<file path="config.mk">
export PLATFORM = sky130hd
export DESIGN_NAME = fcc_crc_check
export DESIGN_NICKNAME = d
export VERILOG_FILES = /design/src/fcc_pkg.sv /design/src/fcc_crc_check.sv /design/src/fcc_fifo.sv /design/src/fcc_crc64.sv
export VERILOG_INCLUDE_DIRS = /design/src /design/src/src
export SDC_FILE = /design/constraint.sdc
export NUM_CORES = 1
export LEC_CHECK = 0
export ABC_AREA = 1
export BUFFER_PORTS_ARGS = -buffer_cell sky130_fd_sc_hd__buf_2
export CAP_MARGIN = 20
export CORE_MARGIN = 1.5
export CORE_UTILIZATION = 45
export CTS_CLUSTER_DIAMETER = 100
export DETAILED_ROUTE_END_ITERATION = 10
export SETUP_SLACK_MARGIN = 0.4
export SYNTH_ARGS = -nofsm -noshare
export SYNTH_HDL_FRONTEND = slang
export SYNTH_SLANG_ARGS = --single-unit
</file>
<file path="constraint.sdc">
create_clock -name i_clk -period 2.4 [get_ports i_clk]
set_input_delay 0.72 -clock i_clk [delete_from_list [all_inputs] [get_ports i_clk]]
set_output_delay 0.72 -clock i_clk [all_outputs]
set_load 0.02 [all_outputs]
</file>
<file path="src/fcc_consts.svh">
`ifndef FCC_CONSTS_SVH
`define FCC_CONSTS_SVH

// ==========================================================
// command codes and option bytes
`define FCC_CMD_CRC        8'h9B
`define FCC_SUB_CRC        8'h27
`define FCC_OPT_WHOLE      8'hFF
`define FCC_OPT_RANGE      8'hFE
`define FCC_CMD_READBACK   8'h96

// ==========================================================
// sequence layout, zero-based byte positions
`define FCC_POS_CMD        5'h00
`define FCC_POS_SUB        5'h01
`define FCC_POS_OPT        5'h02
`define FCC_POS_EXP        5'h03
`define FCC_POS_START      5'h0B
`define FCC_POS_STOP       5'h0F
`define FCC_LEN_WHOLE      5'h0B
`define FCC_LEN_RANGE      5'h13
`define FCC_IDX_MAX        5'h1F

// ==========================================================
// crc engine and readback buffer
`define FCC_POLY_REFL      64'hC96C5795D7870F42
`define FCC_CRC_INIT       64'h0000000000000000
`define FCC_BUF_RESET      64'h0000000000000000
`define FCC_BUF_BYTES      7'h08
`define FCC_BUF_LOCS       7'h40
`define FCC_BITS_LAST      3'h7

// ==========================================================
// array size and data path
`define FCC_ARRAY_LAST     32'h03FFFFFF
`define FCC_FIFO_WIDTH     8
`define FCC_FIFO_DEPTH     4

`endif

</file>
<file path="src/fcc_pkg.sv">
package fcc_pkg;
   // ==========================================================
   // types
   typedef logic [7:0] fcc_byte_t;

   typedef enum logic [2:0] {
      FCC_IDLE = 3'b001,
      FCC_RUN  = 3'b010,
      FCC_CMP  = 3'b100
   } fcc_op_e;
endpackage : fcc_pkg

</file>
<file path="src/fcc_crc_check.sv">
`timescale 1ns/1ps
`include "fcc_consts.svh"
// Summary of operation
// - The engine computes a 64-bit CRC with the degree-64 ECMA generator over the chosen array bytes.
// - Each byte enters least significant bit first and the CRC starts from all zeros.
// - The option byte chooses the whole array or the start and stop addresses of the sequence.
// - The result is compared with the expected code and pass or fail shows on flag status bit 4.
// - The readback buffer takes the computed code only on a fail and stays zero on a pass.
// - Command 96h reads the readback buffer out least significant byte first.
// - The readback buffer is cleared to zero when each check starts.
// - The readback buffer is cleared on power-up and on hardware or software reset.
// - A buffer read starts at the first location and gives 00h for every location past 64.
// - The third byte FFh picks the whole device and FEh picks an address range.
// - Chip select rising after the last byte confirms the sequence and starts the computation.
module fcc_crc_check #(
   parameter logic [31:0] ARRAY_LAST = `FCC_ARRAY_LAST
) (
   // clock and reset
   input  wire logic        i_clk,
   input  wire logic        i_sys_rst,
   input  wire logic        i_soft_rst,
   // serial link
   input  wire logic        i_spi_clk,
   input  wire logic        i_spi_cs_n,
   input  wire logic        i_spi_mosi,
   output logic             o_spi_miso,
   output logic             o_spi_miso_oe,
   // array read port
   output logic             o_mem_rd_req,
   output logic      [31:0] o_mem_addr,
   input  wire logic        i_mem_rd_valid,
   input  wire fcc_pkg::fcc_byte_t i_mem_rd_data,
   // status
   output logic             o_flag_crc_fail,
   output logic             o_crc_busy
);
   import fcc_pkg::*;
   // ==========================================================
   // link synchronisers
   logic sclk_s1_r, sclk_s2_r, sclk_s3_r, cs_s1_r, cs_s2_r, cs_s3_r, mosi_s1_r, mosi_s2_r;
   logic sclk_rise, sclk_fall, cs_low, cs_rise, byte_done;
   always_ff @(posedge i_clk) begin
      if (i_sys_rst) begin
         {sclk_s1_r, sclk_s2_r, sclk_s3_r} <= 3'h0;
         {cs_s1_r, cs_s2_r, cs_s3_r}       <= 3'h7;
         {mosi_s1_r, mosi_s2_r}            <= 2'h0;
      end else begin
         {sclk_s1_r, sclk_s2_r, sclk_s3_r} <= {i_spi_clk, sclk_s1_r, sclk_s2_r};
         {cs_s1_r, cs_s2_r, cs_s3_r}       <= {i_spi_cs_n, cs_s1_r, cs_s2_r};
         {mosi_s1_r, mosi_s2_r}            <= {i_spi_mosi, mosi_s1_r};
      end
   end
   // ==========================================================
   // sequence receiver and readback transmitter
   logic [2:0]  bit_cnt_r, bit_cnt_nxt;
   fcc_byte_t   shift_r, shift_nxt, rx_byte;
   logic [4:0]  byte_idx_r, byte_idx_nxt;
   fcc_byte_t   cmd_r, cmd_nxt, opt_r, opt_nxt, tx_r, tx_nxt, buf_byte;
   logic        sub_ok_r, sub_ok_nxt, go_r, go_nxt, range_r, range_nxt;
   logic [63:0] exp_r, exp_nxt;
   logic [31:0] start_r, start_nxt, stop_r, stop_nxt;
   logic [6:0]  rd_idx_r, rd_idx_nxt;
   logic        miso_r, miso_nxt, miso_oe_r, miso_oe_nxt;
   logic [63:0] buffer_r;
   assign sclk_rise = sclk_s2_r & ~sclk_s3_r;
   assign sclk_fall = ~sclk_s2_r & sclk_s3_r;
   assign cs_low    = ~cs_s2_r;
   assign cs_rise   = cs_s2_r & ~cs_s3_r;
   assign byte_done = cs_low & sclk_rise & (bit_cnt_r == `FCC_BITS_LAST);
   assign rx_byte   = {shift_r[6:0], mosi_s2_r};
   // locations past the code itself read as zero, so past 64 stays zero too
   assign buf_byte  = (rd_idx_r < `FCC_BUF_BYTES) ? buffer_r[{rd_idx_r[2:0], 3'b000} +: 8] : 8'h00;
   always_comb begin
      bit_cnt_nxt  = bit_cnt_r;
      shift_nxt    = shift_r;
      byte_idx_nxt = byte_idx_r;
      cmd_nxt      = cmd_r;
      opt_nxt      = opt_r;
      sub_ok_nxt   = sub_ok_r;
      exp_nxt      = exp_r;
      start_nxt    = start_r;
      stop_nxt     = stop_r;
      tx_nxt       = tx_r;
      rd_idx_nxt   = rd_idx_r;
      miso_nxt     = miso_r;
      miso_oe_nxt  = miso_oe_r;
      range_nxt    = range_r;
      go_nxt       = 1'b0;
      if (cs_rise) begin
         go_nxt = (cmd_r == `FCC_CMD_CRC) && sub_ok_r &&
                  (((opt_r == `FCC_OPT_WHOLE) && (byte_idx_r >= `FCC_LEN_WHOLE)) ||
                   ((opt_r == `FCC_OPT_RANGE) && (byte_idx_r >= `FCC_LEN_RANGE)));
         range_nxt    = (opt_r == `FCC_OPT_RANGE);
         bit_cnt_nxt  = 3'h0;
         byte_idx_nxt = 5'h00;
         cmd_nxt      = 8'h00;
         opt_nxt      = 8'h00;
         sub_ok_nxt   = 1'b0;
         rd_idx_nxt   = 7'h00;
         miso_nxt     = 1'b0;
         miso_oe_nxt  = 1'b0;
      end else if (cs_low) begin
         miso_oe_nxt = (cmd_r == `FCC_CMD_READBACK) && (byte_idx_r != 5'h00);
         if (sclk_rise) begin
            shift_nxt   = rx_byte;
            bit_cnt_nxt = bit_cnt_r + 3'h1;
         end
         if (byte_done) begin
            if (byte_idx_r != `FCC_IDX_MAX) begin
               byte_idx_nxt = byte_idx_r + 5'h01;
            end
            if (byte_idx_r == `FCC_POS_CMD) begin
               cmd_nxt = rx_byte;
            end
            if (byte_idx_r == `FCC_POS_SUB) begin
               sub_ok_nxt = (rx_byte == `FCC_SUB_CRC);
            end
            if (byte_idx_r == `FCC_POS_OPT) begin
               opt_nxt = rx_byte;
            end
            if ((byte_idx_r >= `FCC_POS_EXP) && (byte_idx_r < `FCC_POS_START)) begin
               exp_nxt = {rx_byte, exp_r[63:8]};
            end
            if ((byte_idx_r >= `FCC_POS_START) && (byte_idx_r < `FCC_POS_STOP)) begin
               start_nxt = {rx_byte, start_r[31:8]};
            end
            if ((byte_idx_r >= `FCC_POS_STOP) && (byte_idx_r < `FCC_LEN_RANGE)) begin
               stop_nxt = {rx_byte, stop_r[31:8]};
            end
            if (((byte_idx_r == `FCC_POS_CMD) && (rx_byte == `FCC_CMD_READBACK)) || (cmd_r == `FCC_CMD_READBACK)) begin
               tx_nxt = buf_byte;
               if (rd_idx_r <= `FCC_BUF_LOCS) begin
                  rd_idx_nxt = rd_idx_r + 7'h01;
               end
            end
         end
         if (sclk_fall && (cmd_r == `FCC_CMD_READBACK) && (byte_idx_r != 5'h00)) begin
            miso_nxt = tx_r[7];
            tx_nxt   = {tx_r[6:0], 1'b0};
         end
      end
   end
   always_ff @(posedge i_clk) begin
      if (i_sys_rst) begin
         bit_cnt_r  <= 3'h0;
         shift_r    <= 8'h00;
         byte_idx_r <= 5'h00;
         cmd_r      <= 8'h00;
         opt_r      <= 8'h00;
         sub_ok_r   <= 1'b0;
         exp_r      <= 64'h0000000000000000;
         start_r    <= 32'h00000000;
         stop_r     <= 32'h00000000;
         tx_r       <= 8'h00;
         rd_idx_r   <= 7'h00;
         miso_r     <= 1'b0;
         miso_oe_r  <= 1'b0;
         range_r    <= 1'b0;
         go_r       <= 1'b0;
      end else begin
         bit_cnt_r  <= bit_cnt_nxt;
         shift_r    <= shift_nxt;
         byte_idx_r <= byte_idx_nxt;
         cmd_r      <= cmd_nxt;
         opt_r      <= opt_nxt;
         sub_ok_r   <= sub_ok_nxt;
         exp_r      <= exp_nxt;
         start_r    <= start_nxt;
         stop_r     <= stop_nxt;
         tx_r       <= tx_nxt;
         rd_idx_r   <= rd_idx_nxt;
         miso_r     <= miso_nxt;
         miso_oe_r  <= miso_oe_nxt;
         range_r    <= range_nxt;
         go_r       <= go_nxt;
      end
   end
   // ==========================================================
   // check sequencer, one array read in flight at a time
   fcc_op_e     state_r, state_nxt;
   logic [31:0] addr_r, addr_nxt, last_r, last_nxt, mem_addr_r, mem_addr_nxt;
   logic [63:0] exp_op_r, exp_op_nxt, buffer_nxt;
   logic        issue_done_r, issue_done_nxt, wait_r, wait_nxt;
   logic        req_r, req_nxt, fail_r, fail_nxt, clr_r, clr_nxt;
   logic        op_rst, fifo_in_ready, fifo_out_valid, crc_ready;
   fcc_byte_t   fifo_out_data;
   logic [63:0] crc_val;
   // software reset aborts the check and empties the data path
   assign op_rst = i_sys_rst | i_soft_rst;
   always_comb begin
      state_nxt      = state_r;
      addr_nxt       = addr_r;
      last_nxt       = last_r;
      mem_addr_nxt   = mem_addr_r;
      exp_op_nxt     = exp_op_r;
      buffer_nxt     = buffer_r;
      issue_done_nxt = issue_done_r;
      wait_nxt       = wait_r;
      fail_nxt       = fail_r;
      req_nxt        = 1'b0;
      clr_nxt        = 1'b0;
      case (state_r)
         FCC_IDLE: begin
            if (go_r) begin
               buffer_nxt     = `FCC_BUF_RESET;
               fail_nxt       = 1'b0;
               clr_nxt        = 1'b1;
               exp_op_nxt     = exp_r;
               addr_nxt       = range_r ? start_r : 32'h00000000;
               last_nxt       = range_r ? stop_r : ARRAY_LAST;
               issue_done_nxt = range_r && (stop_r < start_r);
               wait_nxt       = 1'b0;
               state_nxt      = FCC_RUN;
            end
         end
         FCC_RUN: begin
            if (i_mem_rd_valid) begin
               wait_nxt = 1'b0;
            end
            if (!issue_done_r && !wait_r && fifo_in_ready) begin
               req_nxt  = 1'b1;
               mem_addr_nxt = addr_r;
               wait_nxt = 1'b1;
               if (addr_r == last_r) begin
                  issue_done_nxt = 1'b1;
               end else begin
                  addr_nxt = addr_r + 32'h00000001;
               end
            end
            if (issue_done_r && !wait_r && !fifo_out_valid && crc_ready) begin
               state_nxt = FCC_CMP;
            end
         end
         FCC_CMP: begin
            if (crc_val != exp_op_r) begin
               fail_nxt   = 1'b1;
               buffer_nxt = crc_val;
            end
            state_nxt = FCC_IDLE;
         end
         default: begin
            state_nxt = FCC_IDLE;
         end
      endcase
   end
   always_ff @(posedge i_clk) begin
      if (op_rst) begin
         state_r      <= FCC_IDLE;
         addr_r       <= 32'h00000000;
         mem_addr_r   <= 32'h00000000;
         last_r       <= 32'h00000000;
         exp_op_r     <= 64'h0000000000000000;
         buffer_r     <= `FCC_BUF_RESET;
         issue_done_r <= 1'b0;
         wait_r       <= 1'b0;
         req_r        <= 1'b0;
         fail_r       <= 1'b0;
         clr_r        <= 1'b0;
      end else begin
         state_r      <= state_nxt;
         addr_r       <= addr_nxt;
         last_r       <= last_nxt;
         exp_op_r     <= exp_op_nxt;
         buffer_r     <= buffer_nxt;
         issue_done_r <= issue_done_nxt;
         wait_r       <= wait_nxt;
         req_r        <= req_nxt;
         fail_r       <= fail_nxt;
         clr_r        <= clr_nxt;
         mem_addr_r   <= mem_addr_nxt;
      end
   end

   // ==========================================================
   // data path
   fcc_fifo #(.WIDTH(`FCC_FIFO_WIDTH), .DEPTH(`FCC_FIFO_DEPTH)) u_fifo (
      .i_clk       (i_clk),
      .i_sys_rst   (op_rst),
      .i_in_valid  (i_mem_rd_valid & (state_r == FCC_RUN)),
      .i_in_data   (i_mem_rd_data),
      .o_in_ready  (fifo_in_ready),
      .o_out_valid (fifo_out_valid),
      .o_out_data  (fifo_out_data),
      .i_out_ready (crc_ready)
   );
   fcc_crc64 u_crc (
      .i_clk     (i_clk),
      .i_sys_rst (op_rst),
      .i_clear   (clr_r),
      .i_valid   (fifo_out_valid),
      .i_byte    (fifo_out_data),
      .o_ready   (crc_ready),
      .o_crc     (crc_val)
   );
   assign o_spi_miso      = miso_r;
   assign o_spi_miso_oe   = miso_oe_r;
   assign o_mem_rd_req    = req_r;
   assign o_mem_addr      = mem_addr_r;
   assign o_flag_crc_fail = fail_r;
   assign o_crc_busy      = (state_r != FCC_IDLE);
   // ==========================================================
   // checks
   chk_buf_start_zero: assert property (@(posedge i_clk) disable iff (op_rst)
      (state_r == FCC_IDLE && go_r) |=> (buffer_r == 64'h0000000000000000) && !fail_r)
      else $error("buffer not cleared at check start");
   chk_pass_keeps_zero: assert property (@(posedge i_clk) disable iff (op_rst)
      (state_r == FCC_CMP && crc_val == exp_op_r) |=> (buffer_r == 64'h0000000000000000) && !o_flag_crc_fail)
      else $error("pass altered buffer or flag");
   chk_fail_stores_code: assert property (@(posedge i_clk) disable iff (op_rst)
      (state_r == FCC_CMP && crc_val != exp_op_r) |=> (buffer_r == $past(crc_val)) && o_flag_crc_fail)
      else $error("fail not reported or stored");
   chk_soft_rst_clear: assert property (@(posedge i_clk) disable iff (i_sys_rst)
      i_soft_rst |=> (buffer_r == 64'h0000000000000000) && (state_r == FCC_IDLE))
      else $error("soft reset left buffer set");
   chk_short_seq_drop: assert property (@(posedge i_clk) disable iff (op_rst)
      (cs_rise && state_r == FCC_IDLE && cmd_r == `FCC_CMD_CRC && byte_idx_r < `FCC_LEN_WHOLE)
      |=> ##1 (state_r == FCC_IDLE))
      else $error("short sequence started a check");
   chk_go_after_cs: assert property (@(posedge i_clk) disable iff (op_rst)
      go_r |-> $past(cs_rise) && $past(cmd_r) == `FCC_CMD_CRC)
      else $error("check started without chip select rise");
   chk_range_start_addr: assert property (@(posedge i_clk) disable iff (op_rst)
      (state_r == FCC_IDLE && go_r && range_r) |=> (addr_r == $past(start_r)) && (last_r == $past(stop_r)))
      else $error("range addresses not taken");
   chk_whole_last_addr: assert property (@(posedge i_clk) disable iff (op_rst)
      (state_r == FCC_IDLE && go_r && !range_r) |=> (addr_r == 32'h00000000) && (last_r == ARRAY_LAST))
      else $error("whole device bounds wrong");
   chk_read_lsb_first: assert property (@(posedge i_clk) disable iff (i_sys_rst)
      (byte_done && byte_idx_r == 5'h00 && rx_byte == `FCC_CMD_READBACK) |=> (tx_r == buffer_r[7:0]))
      else $error("readback not lowest byte first");
   chk_read_zero_past: assert property (@(posedge i_clk) disable iff (i_sys_rst)
      (byte_done && cmd_r == `FCC_CMD_READBACK && rd_idx_r >= `FCC_BUF_BYTES) |=> (tx_r == 8'h00))
      else $error("readback past code not zero");
endmodule : fcc_crc_check

</file>
<file path="src/fcc_fifo.sv">
`timescale 1ns/1ps
module fcc_fifo #(
   parameter int WIDTH = 8,
   parameter int DEPTH = 4
) (
   // clock and reset
   input  wire logic             i_clk,
   input  wire logic             i_sys_rst,
   // fill side
   input  wire logic             i_in_valid,
   input  wire logic [WIDTH-1:0] i_in_data,
   output logic                  o_in_ready,
   // drain side
   output logic                  o_out_valid,
   output logic      [WIDTH-1:0] o_out_data,
   input  wire logic             i_out_ready
);
   localparam int AW = $clog2(DEPTH);

   logic [WIDTH-1:0] mem [DEPTH];
   logic [AW:0]      wr_ptr_r;
   logic [AW:0]      wr_ptr_nxt;
   logic [AW:0]      rd_ptr_r;
   logic [AW:0]      rd_ptr_nxt;
   logic             push;
   logic             pop;

   // ==========================================================
   // pointers, extra bit tells full from empty
   assign o_in_ready  = (wr_ptr_r - rd_ptr_r) != (AW+1)'(DEPTH);
   assign o_out_valid = wr_ptr_r != rd_ptr_r;
   assign o_out_data  = mem[rd_ptr_r[AW-1:0]];
   assign push        = i_in_valid & o_in_ready;
   assign pop         = o_out_valid & i_out_ready;

   always_comb begin
      wr_ptr_nxt = wr_ptr_r;
      rd_ptr_nxt = rd_ptr_r;
      if (push) begin
         wr_ptr_nxt = wr_ptr_r + (AW+1)'(1);
      end
      if (pop) begin
         rd_ptr_nxt = rd_ptr_r + (AW+1)'(1);
      end
   end

   always_ff @(posedge i_clk) begin
      if (i_sys_rst) begin
         wr_ptr_r <= '0;
         rd_ptr_r <= '0;
      end else begin
         wr_ptr_r <= wr_ptr_nxt;
         rd_ptr_r <= rd_ptr_nxt;
      end
   end

   always_ff @(posedge i_clk) begin
      if (push) begin
         mem[wr_ptr_r[AW-1:0]] <= i_in_data;
      end
   end
endmodule : fcc_fifo

</file>
<file path="src/fcc_crc64.sv">
`timescale 1ns/1ps
`include "fcc_consts.svh"
module fcc_crc64 (
   // clock and reset
   input  wire logic             i_clk,
   input  wire logic             i_sys_rst,
   // control
   input  wire logic             i_clear,
   // byte stream
   input  wire logic             i_valid,
   input  wire fcc_pkg::fcc_byte_t i_byte,
   output logic                  o_ready,
   // result
   output logic          [63:0]  o_crc
);
   import fcc_pkg::*;

   logic [63:0] crc_r;
   logic [63:0] crc_nxt;
   fcc_byte_t   sh_r;
   fcc_byte_t   sh_nxt;
   logic [2:0]  cnt_r;
   logic [2:0]  cnt_nxt;
   logic        busy_r;
   logic        busy_nxt;
   logic        fb;

   // ==========================================================
   // bit-serial engine, one bit per cycle to save area
   assign o_ready = ~busy_r;
   assign o_crc   = crc_r;
   assign fb      = crc_r[0] ^ sh_r[0];

   always_comb begin
      crc_nxt  = crc_r;
      sh_nxt   = sh_r;
      cnt_nxt  = cnt_r;
      busy_nxt = busy_r;
      if (i_clear) begin
         crc_nxt  = `FCC_CRC_INIT;
         busy_nxt = 1'b0;
      end else if (busy_r) begin
         crc_nxt = (crc_r >> 1) ^ (fb ? `FCC_POLY_REFL : 64'h0000000000000000);
         sh_nxt  = {1'b0, sh_r[7:1]};
         cnt_nxt = cnt_r + 3'h1;
         if (cnt_r == `FCC_BITS_LAST) begin
            busy_nxt = 1'b0;
         end
      end else if (i_valid) begin
         sh_nxt   = i_byte;
         cnt_nxt  = 3'h0;
         busy_nxt = 1'b1;
      end
   end

   always_ff @(posedge i_clk) begin
      if (i_sys_rst) begin
         crc_r  <= `FCC_CRC_INIT;
         sh_r   <= 8'h00;
         cnt_r  <= 3'h0;
         busy_r <= 1'b0;
      end else begin
         crc_r  <= crc_nxt;
         sh_r   <= sh_nxt;
         cnt_r  <= cnt_nxt;
         busy_r <= busy_nxt;
      end
   end

   // ==========================================================
   // checks
   chk_crc_clear_zero: assert property (@(posedge i_clk) disable iff (i_sys_rst)
      i_clear |=> (o_crc == 64'h0000000000000000))
      else $error("crc not zero after clear");

   chk_crc_byte_time: assert property (@(posedge i_clk) disable iff (i_sys_rst)
      (i_valid && o_ready && !i_clear) |=> (!o_ready [*8]) ##1 o_ready)
      else $error("crc byte not eight cycles");
endmodule : fcc_crc64

</file>
Yosys cells after proc, flatten, opt, wreduce, memory -nomap -nowiden
Memory sizes are Yosys's and may differ from the RTL's. A register that Yosys moved wholly into a read port is not among the register bits.
Index checks and enable logic that the tools add are counted.
{"block": "totals", "ram_bits": 32, "wordCells": 200, "out_inout_bits": 37, "reg_bits": 501, "n_memories": 1, "input_bits": 15}
{"name": "u_fifo.mem", "words": 4, "word_bits": 8, "read_ports": 1, "rd_clocked_by_memory_dff": 1, "write_ports": 1, "line": "fcc_fifo.sv:20", "rtl": "logic [WIDTH-1:0] mem [DEPTH];"}
{"block": "op_classes", "mux": 40, "n_reduce_logical": 54, "addsub": 8, "order_cmp": 10, "shift": 1, "bitwise_logic": 20, "eq_ne": 26}
{"cell": "$mux W64", "n": 3}
{"cell": "$mux W32", "n": 5}
{"cell": "$pmux W64 S2", "n": 1}
{"cell": "$ne A64 B64 Y1", "n": 1}
{"cell": "$pmux W32 S2", "n": 1}
{"cell": "$shiftx A64 B7 Y8", "n": 1}
{"cell": "$xor A63 B64 Y64", "n": 1}
{"cell": "$mux W8", "n": 6}
{"cell": "$eq A8 B8 Y1 const B", "n": 5}
{"cell": "$add A32 B1 Y32 const B", "n": 1}
{"cell": "$eq A32 B32 Y1", "n": 1}
{"cell": "$lt A32 B32 Y1", "n": 1}
{"cell": "$reduce_and A4 Y1", "n": 7}
{"cell": "$reduce_and A3 Y1", "n": 7}
{"cell": "$logic_and A1 B1 Y1", "n": 17}
{"cell": "$mux W1", "n": 14}
{"cell": "$add A3 B1 Y3 const B", "n": 4}
{"cell": "$mux W3", "n": 4}
{"cell": "$ne A2 B2 Y1 const B", "n": 6}
{"cell": "$reduce_and A2 Y1", "n": 6}
{"cell": "$ge A5 B4 Y1 const B", "n": 2}
{"cell": "$lt A5 B4 Y1 const B", "n": 2}
{"cell": "$reduce_bool A2 Y1", "n": 5}
{"cell": "$reduce_or A2 Y1", "n": 5}
{"cell": "other kinds (29)", "n": 53}

Depth between registers and ports, before layout
{"block": "logic_depth", "word_depth": 6, "mapped_depth": 17, "ltp_nobuf": 14}

Cells and area by module
From an unflattened synthesis, not the netlist that was laid out.
{"block": "hier_totals", "hier_cells": 3326, "hier_area_um2": 24752.5}
{"mod": "fcc_crc_check", "area_each_um2": 19492.4, "cells_per_inst": 2675, "n_inst": 1, "seq_area_each_um2": 8388.0}
{"mod": "fcc_crc64", "area_each_um2": 3577.2, "cells_per_inst": 501, "n_inst": 1, "seq_area_each_um2": 1521.5}
{"mod": "fcc_fifo", "area_each_um2": 1682.9, "cells_per_inst": 150, "n_inst": 1, "seq_area_each_um2": 1121.1}

Worst setup path before layout
OpenSTA, ideal clock, no wires.
{"block": "synth_path", "path_kind": "reg-to-reg", "from": "register u_fifo.rd_ptr_r[1]", "to": "register u_fifo.wr_ptr_r[2]", "synth_period_minus_slack_ns": 2.046, "slack_ns": 0.354, "t_required_ns": 2.285, "setup_time_ns": 0.115, "n_path_buf": 0, "stages_incl_launch_ff": 11, "arrival_time_ns": 1.931, "path_cell_list": "dfxtp_1 > inv_1 > ha_1 > a21oi_1 > nand2_1 > nand2_1 > nand3_1 > nor2_1 > nand2_1 > nand2_1 > o21ba_2"}
{"block": "synth_via", "elab_chain_cells": 3}
{"item": "start, declared", "line": "fcc_fifo.sv:23", "rtl": "logic [AW:0] rd_ptr_r;"}
{"item": "start signal, assigned", "line": "fcc_fifo.sv:53", "rtl": "rd_ptr_r <= rd_ptr_nxt;"}
{"item": "$sub A3 B3 Y3", "line": "fcc_fifo.sv:30", "rtl": "assign o_in_ready = (wr_ptr_r - rd_ptr_r) != (AW+1)'(DEPTH);"}
{"item": "$ne A3 B3 Y1", "line": "fcc_fifo.sv:30"}
{"item": "$and A1 B1 Y1", "line": "fcc_fifo.sv:33", "rtl": "assign push = i_in_valid & o_in_ready;"}
{"item": "end signal, assigned", "line": "fcc_fifo.sv:52", "rtl": "wr_ptr_r <= wr_ptr_nxt;"}
{"item": "end, declared", "line": "fcc_fifo.sv:21", "rtl": "logic [AW:0] wr_ptr_r;"}
No other way between the ends.
A chain may end at the register's enable or synchronous reset.

Worst setup path after layout
{"block": "layout_path", "from": "register u_fifo.rd_ptr_r[1]", "to": "register addr_r[20]"}
{"block": "layout_via", "elab_chain_cells": 5}
{"item": "$sub A3 B3 Y3", "line": "fcc_fifo.sv:30"}
{"item": "$ne A3 B3 Y1", "line": "fcc_fifo.sv:30"}
{"item": "$logic_and A1 B1 Y1", "line": "fcc_crc_check.sv:220", "rtl": "if (!issue_done_r && !wait_r && fifo_in_ready) begin"}
{"item": "$ne A2 B2 Y1 (no line)"}
{"item": "$reduce_and A4 Y1 (no line)"}
{"item": "end signal, assigned", "line": "fcc_crc_check.sv:261", "rtl": "addr_r <= addr_nxt;"}
{"item": "end, declared", "line": "fcc_crc_check.sv:181", "rtl": "logic [31:0] addr_r, addr_nxt, last_r, last_nxt, mem_addr_r, mem_addr_nxt;"}
No other way between the ends.

==> flow_summary.json <==
{
  "ctsHoldBuffers": 0,
  "multiInputGateArea_um2": 11270,
  "netlist-cell-type-count": 48,
  "ys_ff_latch": 535,
  "cts_buffers": 57,
  "yosys_warnings": 0,
  "slew-limit-headroom": 0.4711,
  "worst_pin_slew_ns": 0.7933,
  "fin_nets": 3418,
  "fin_crit_ns": 1.982,
  "cp-end-kind": "flip-flop",
  "syn-cell-area_um2": 24010,
  "cts_tree": "yes",
  "critPathLaunch": "u_fifo.rd_ptr_r[1]",
  "total_power_mw": 17.92,
  "clk_pin_slew_ns": 0.06,
  "antenna_found_initial": 0,
  "tns_ns": 0,
  "overflow": 0,
  "cellPowerDensity_nw_per_um2": 641.0,
  "synth_edf_count": 32,
  "gp_congestion": 0.9411,
  "ant_nets": 0,
  "die_area_um2": 54740,
  "required_ns": 2.95,
  "first_iter_violations": 1936,
  "drt_first_pass_iters": 5,
  "final_common_cell": "nor2_1",
  "drv_cap": 0,
  "start_util": 0.4559,
  "setup_viol": 0,
  "h-tree-depth": 2,
  "irDropWorstVdd_mv": 0.6755,
  "outcome": "complete, no violations",
  "grt_setup_unrepaired": "yes",
  "async_reset_ff_frac": 0,
  "wire_per_inst_um": 17.68,
  "cp-endpoint": "addr_r[20]",
  "place_hpwl_um": 48270,
  "grt_first_pass_wirelength_um": 111100,
  "critPathLaunchType": "flip-flop",
  "vias": 21920,
  "grt_pass1_vias": 20150,
  "cts_sinks": 535,
  "rr_worst_depth": 13,
  "ys_seq_area_frac": 0.4595,
  "core_um2": 52660,
  "drive_gt1_frac": 0.1230,
  "p_sw_mw": 3.879,
  "syn2layout_area_growth_pct": 16.44,
  "rows": 84,
  "remaining_drc_errors": 0,
  "clock_skew_ns": 0.02115,
  "cp.arrival_ns": 2.53,
  "seq_area_um2": 11110,
  "antenna_cells": 0,
  "fmaxAchievable_ghz": 0.5045,
  "syn_area_per_cell_um2": 7.248,
  "power_frac_comb": 0.018,
  "fp.dieW_um": 234.0,
  "leakage_nw": 11.13,
  "io_pins": 52,
  "portBuffers": 51,
  "finalHoldViolations": 0,
  "seq_power_share": 0.501,
  "dieHeight_um": 234.0,
  "synthFlopType": "dfxtp_1",
  "num-fill-cells": 5132,
  "power.share.switching": 0.2165,
  "worstSetupPathType": "flip-flop to flip-flop",
  "p_clk_frac": 0.481,
  "slew_viol_final": 0,
  "grt_max_degree": 99,
  "final_cell_mix": "nor2_1 (493), nand2_1 (465), dfxtp_1 (448), o21ai_0 (385), a21oi_1 (358)",
  "grtUsageTotal": 0.2558,
  "critPathMaxFanout": 7,
  "hold_class": "input port to flip-flop",
  "timing.final.crit_share": 0.8259,
  "clk_latency_ns": 0.62,
  "r2r-end": "addr_r[20]",
  "reg2reg_slack_ns": 0.42,
  "intPower_mw": 14.04,
  "cts_root_buffer": "clkbuf_16",
  "clock_path_buffers": 3,
  "drt-vias-per-instance": 5.374,
  "reg2reg_from": "u_fifo.rd_ptr_r[1]",
  "synth_fp_nets": 3378,
  "postSynthCellCount": 3312,
  "drt_wl_total_um": 72130
}
[logic make-up after synthesis]
group                    synth area share
AND/OR/NAND/NOR                    0.2223
AO/OA/AOI/OAI                      0.1752
flip-flops                         0.4595
buffers and inverters             0.08610
XOR/XNOR                          0.03028
adder cells (fa/ha/maj)           0.02658
[layer usage]
metal,global-route usage,share of wire,vias up,wire length (um)
li1,-,-,10890,-
met1,0.3575,0.46,10400,33430
met2,0.4218,0.46,569,33460
met3,0.03113,0.058,65,4198
met4,0.05729,0.014,0,1045
met5,0,0,-,0
[power groups by stage]
stage / clock network [mW] / logic [mW] / registers, mW
6_report: 8.62 / 0.325 / 8.97
5_1_grt: 9.14 / 0.358 / 8.97
4_1_cts: 8.80 / 0.320 / 8.98
3_5_place_dp: 0 / 0.319 / 9.17
3_3_place_gp: 0 / 0.317 / 9.17
2_1_floorplan: 0 / 0.194 / 9.17
[Yosys cell counts, drive strengths merged, types with 29 or more instances]
cell	instances	area share
o21ai	396	0.083
nor3	52	0.012
edfxtp	32	0.040
inv	334	0.052
clkbuf	135	0.021
buf	59	0.012
nand2	487	0.077
nand3	202	0.042
a21oi	368	0.077
xnor2	29	0.011
dfxtp	503	0.42
ha	51	0.027
nor2	518	0.082
xor2	54	0.020
[sequential cells by signal (all words and copies together), names as in the netlist, 7 cells and up, named ones only]
register / flops
buffer_r: 64
shift_r: 7
o_mem_addr: 32
stop_r: 32
exp_op_r: 64
exp_r: 64
u_crc.o_crc: 64
addr_r: 32
last_r: 32
opt_r: 8
u_fifo.mem: 32
start_r: 32
tx_r: 8
u_crc.sh_r: 8
cmd_r: 8
rd_idx_r: 7
[critical path: stages (launching register included)]
cell and delay, ns:
dfxtp_2 0.34, inv_2 0.05, ha_4 0.27, a21oi_4 0.05
nor2_1 0.09, nor2_1 0.05, nand2_2 0.14, nand2_4 0.07
a21oi_4 0.28, nand2_8 0.16, clkbuf_16 0.21, nand2_1 0.06
nand2_1 0.04, nor2_1 0.09
[worst min path at each step]
| stage | startpoint | slack [ns] | cells after the start | end |
|---|---|---|---|---|
| after floorplan | mosi_s1_r | 0.39 | 2 | mosi_s2_r |
| after global placement | mosi_s1_r | 0.39 | 2 | mosi_s2_r |
| after detailed placement | cs_s1_r | 0.40 | 1 | cs_s2_r |
| after CTS | i_spi_cs_n | 0.26 | 2 | cs_s1_r |
| after global routing | i_spi_cs_n | 0.28 | 2 | cs_s1_r |
| final | i_spi_cs_n | 0.30 | 2 | cs_s1_r |
[timing repair]
item                                    in CTS  in global routing
buffers inserted                             4                 20
pin swaps                                    1                 23
cloned                                       2                 10
gates resized for setup                     33                138
endpoints found under the setup margin     137                279
[final cells by class]
class                           instances  share of cell area
Timing Repair Buffer                  175             0.05828
Clock buffer                           83             0.05958
Sequential cell                       535              0.3974
Multi-Input combinational cell       2246              0.4031
Clock inverter                         15            0.005058
Tap cell                              688             0.03080
Inverter                              337             0.04579
[metrics by stage]
step                instance area [um2]  utilization  setup slack, ns  std cells  hold WS (ns)
floorplan                         24010            -           0.4363       3312        0.3883
detailed placement                25220       0.4789           0.2542       3945        0.3963
global route                      27950       0.5308           0.3133       4079        0.2758
finish                            27950       0.5308           0.4178       4079        0.2972
CTS                               27230       0.5171           0.3329       4049        0.2580
global placement                  25220       0.4789           0.2718       3945        0.3915
Note: power is estimated with default switching activity, not from simulation.
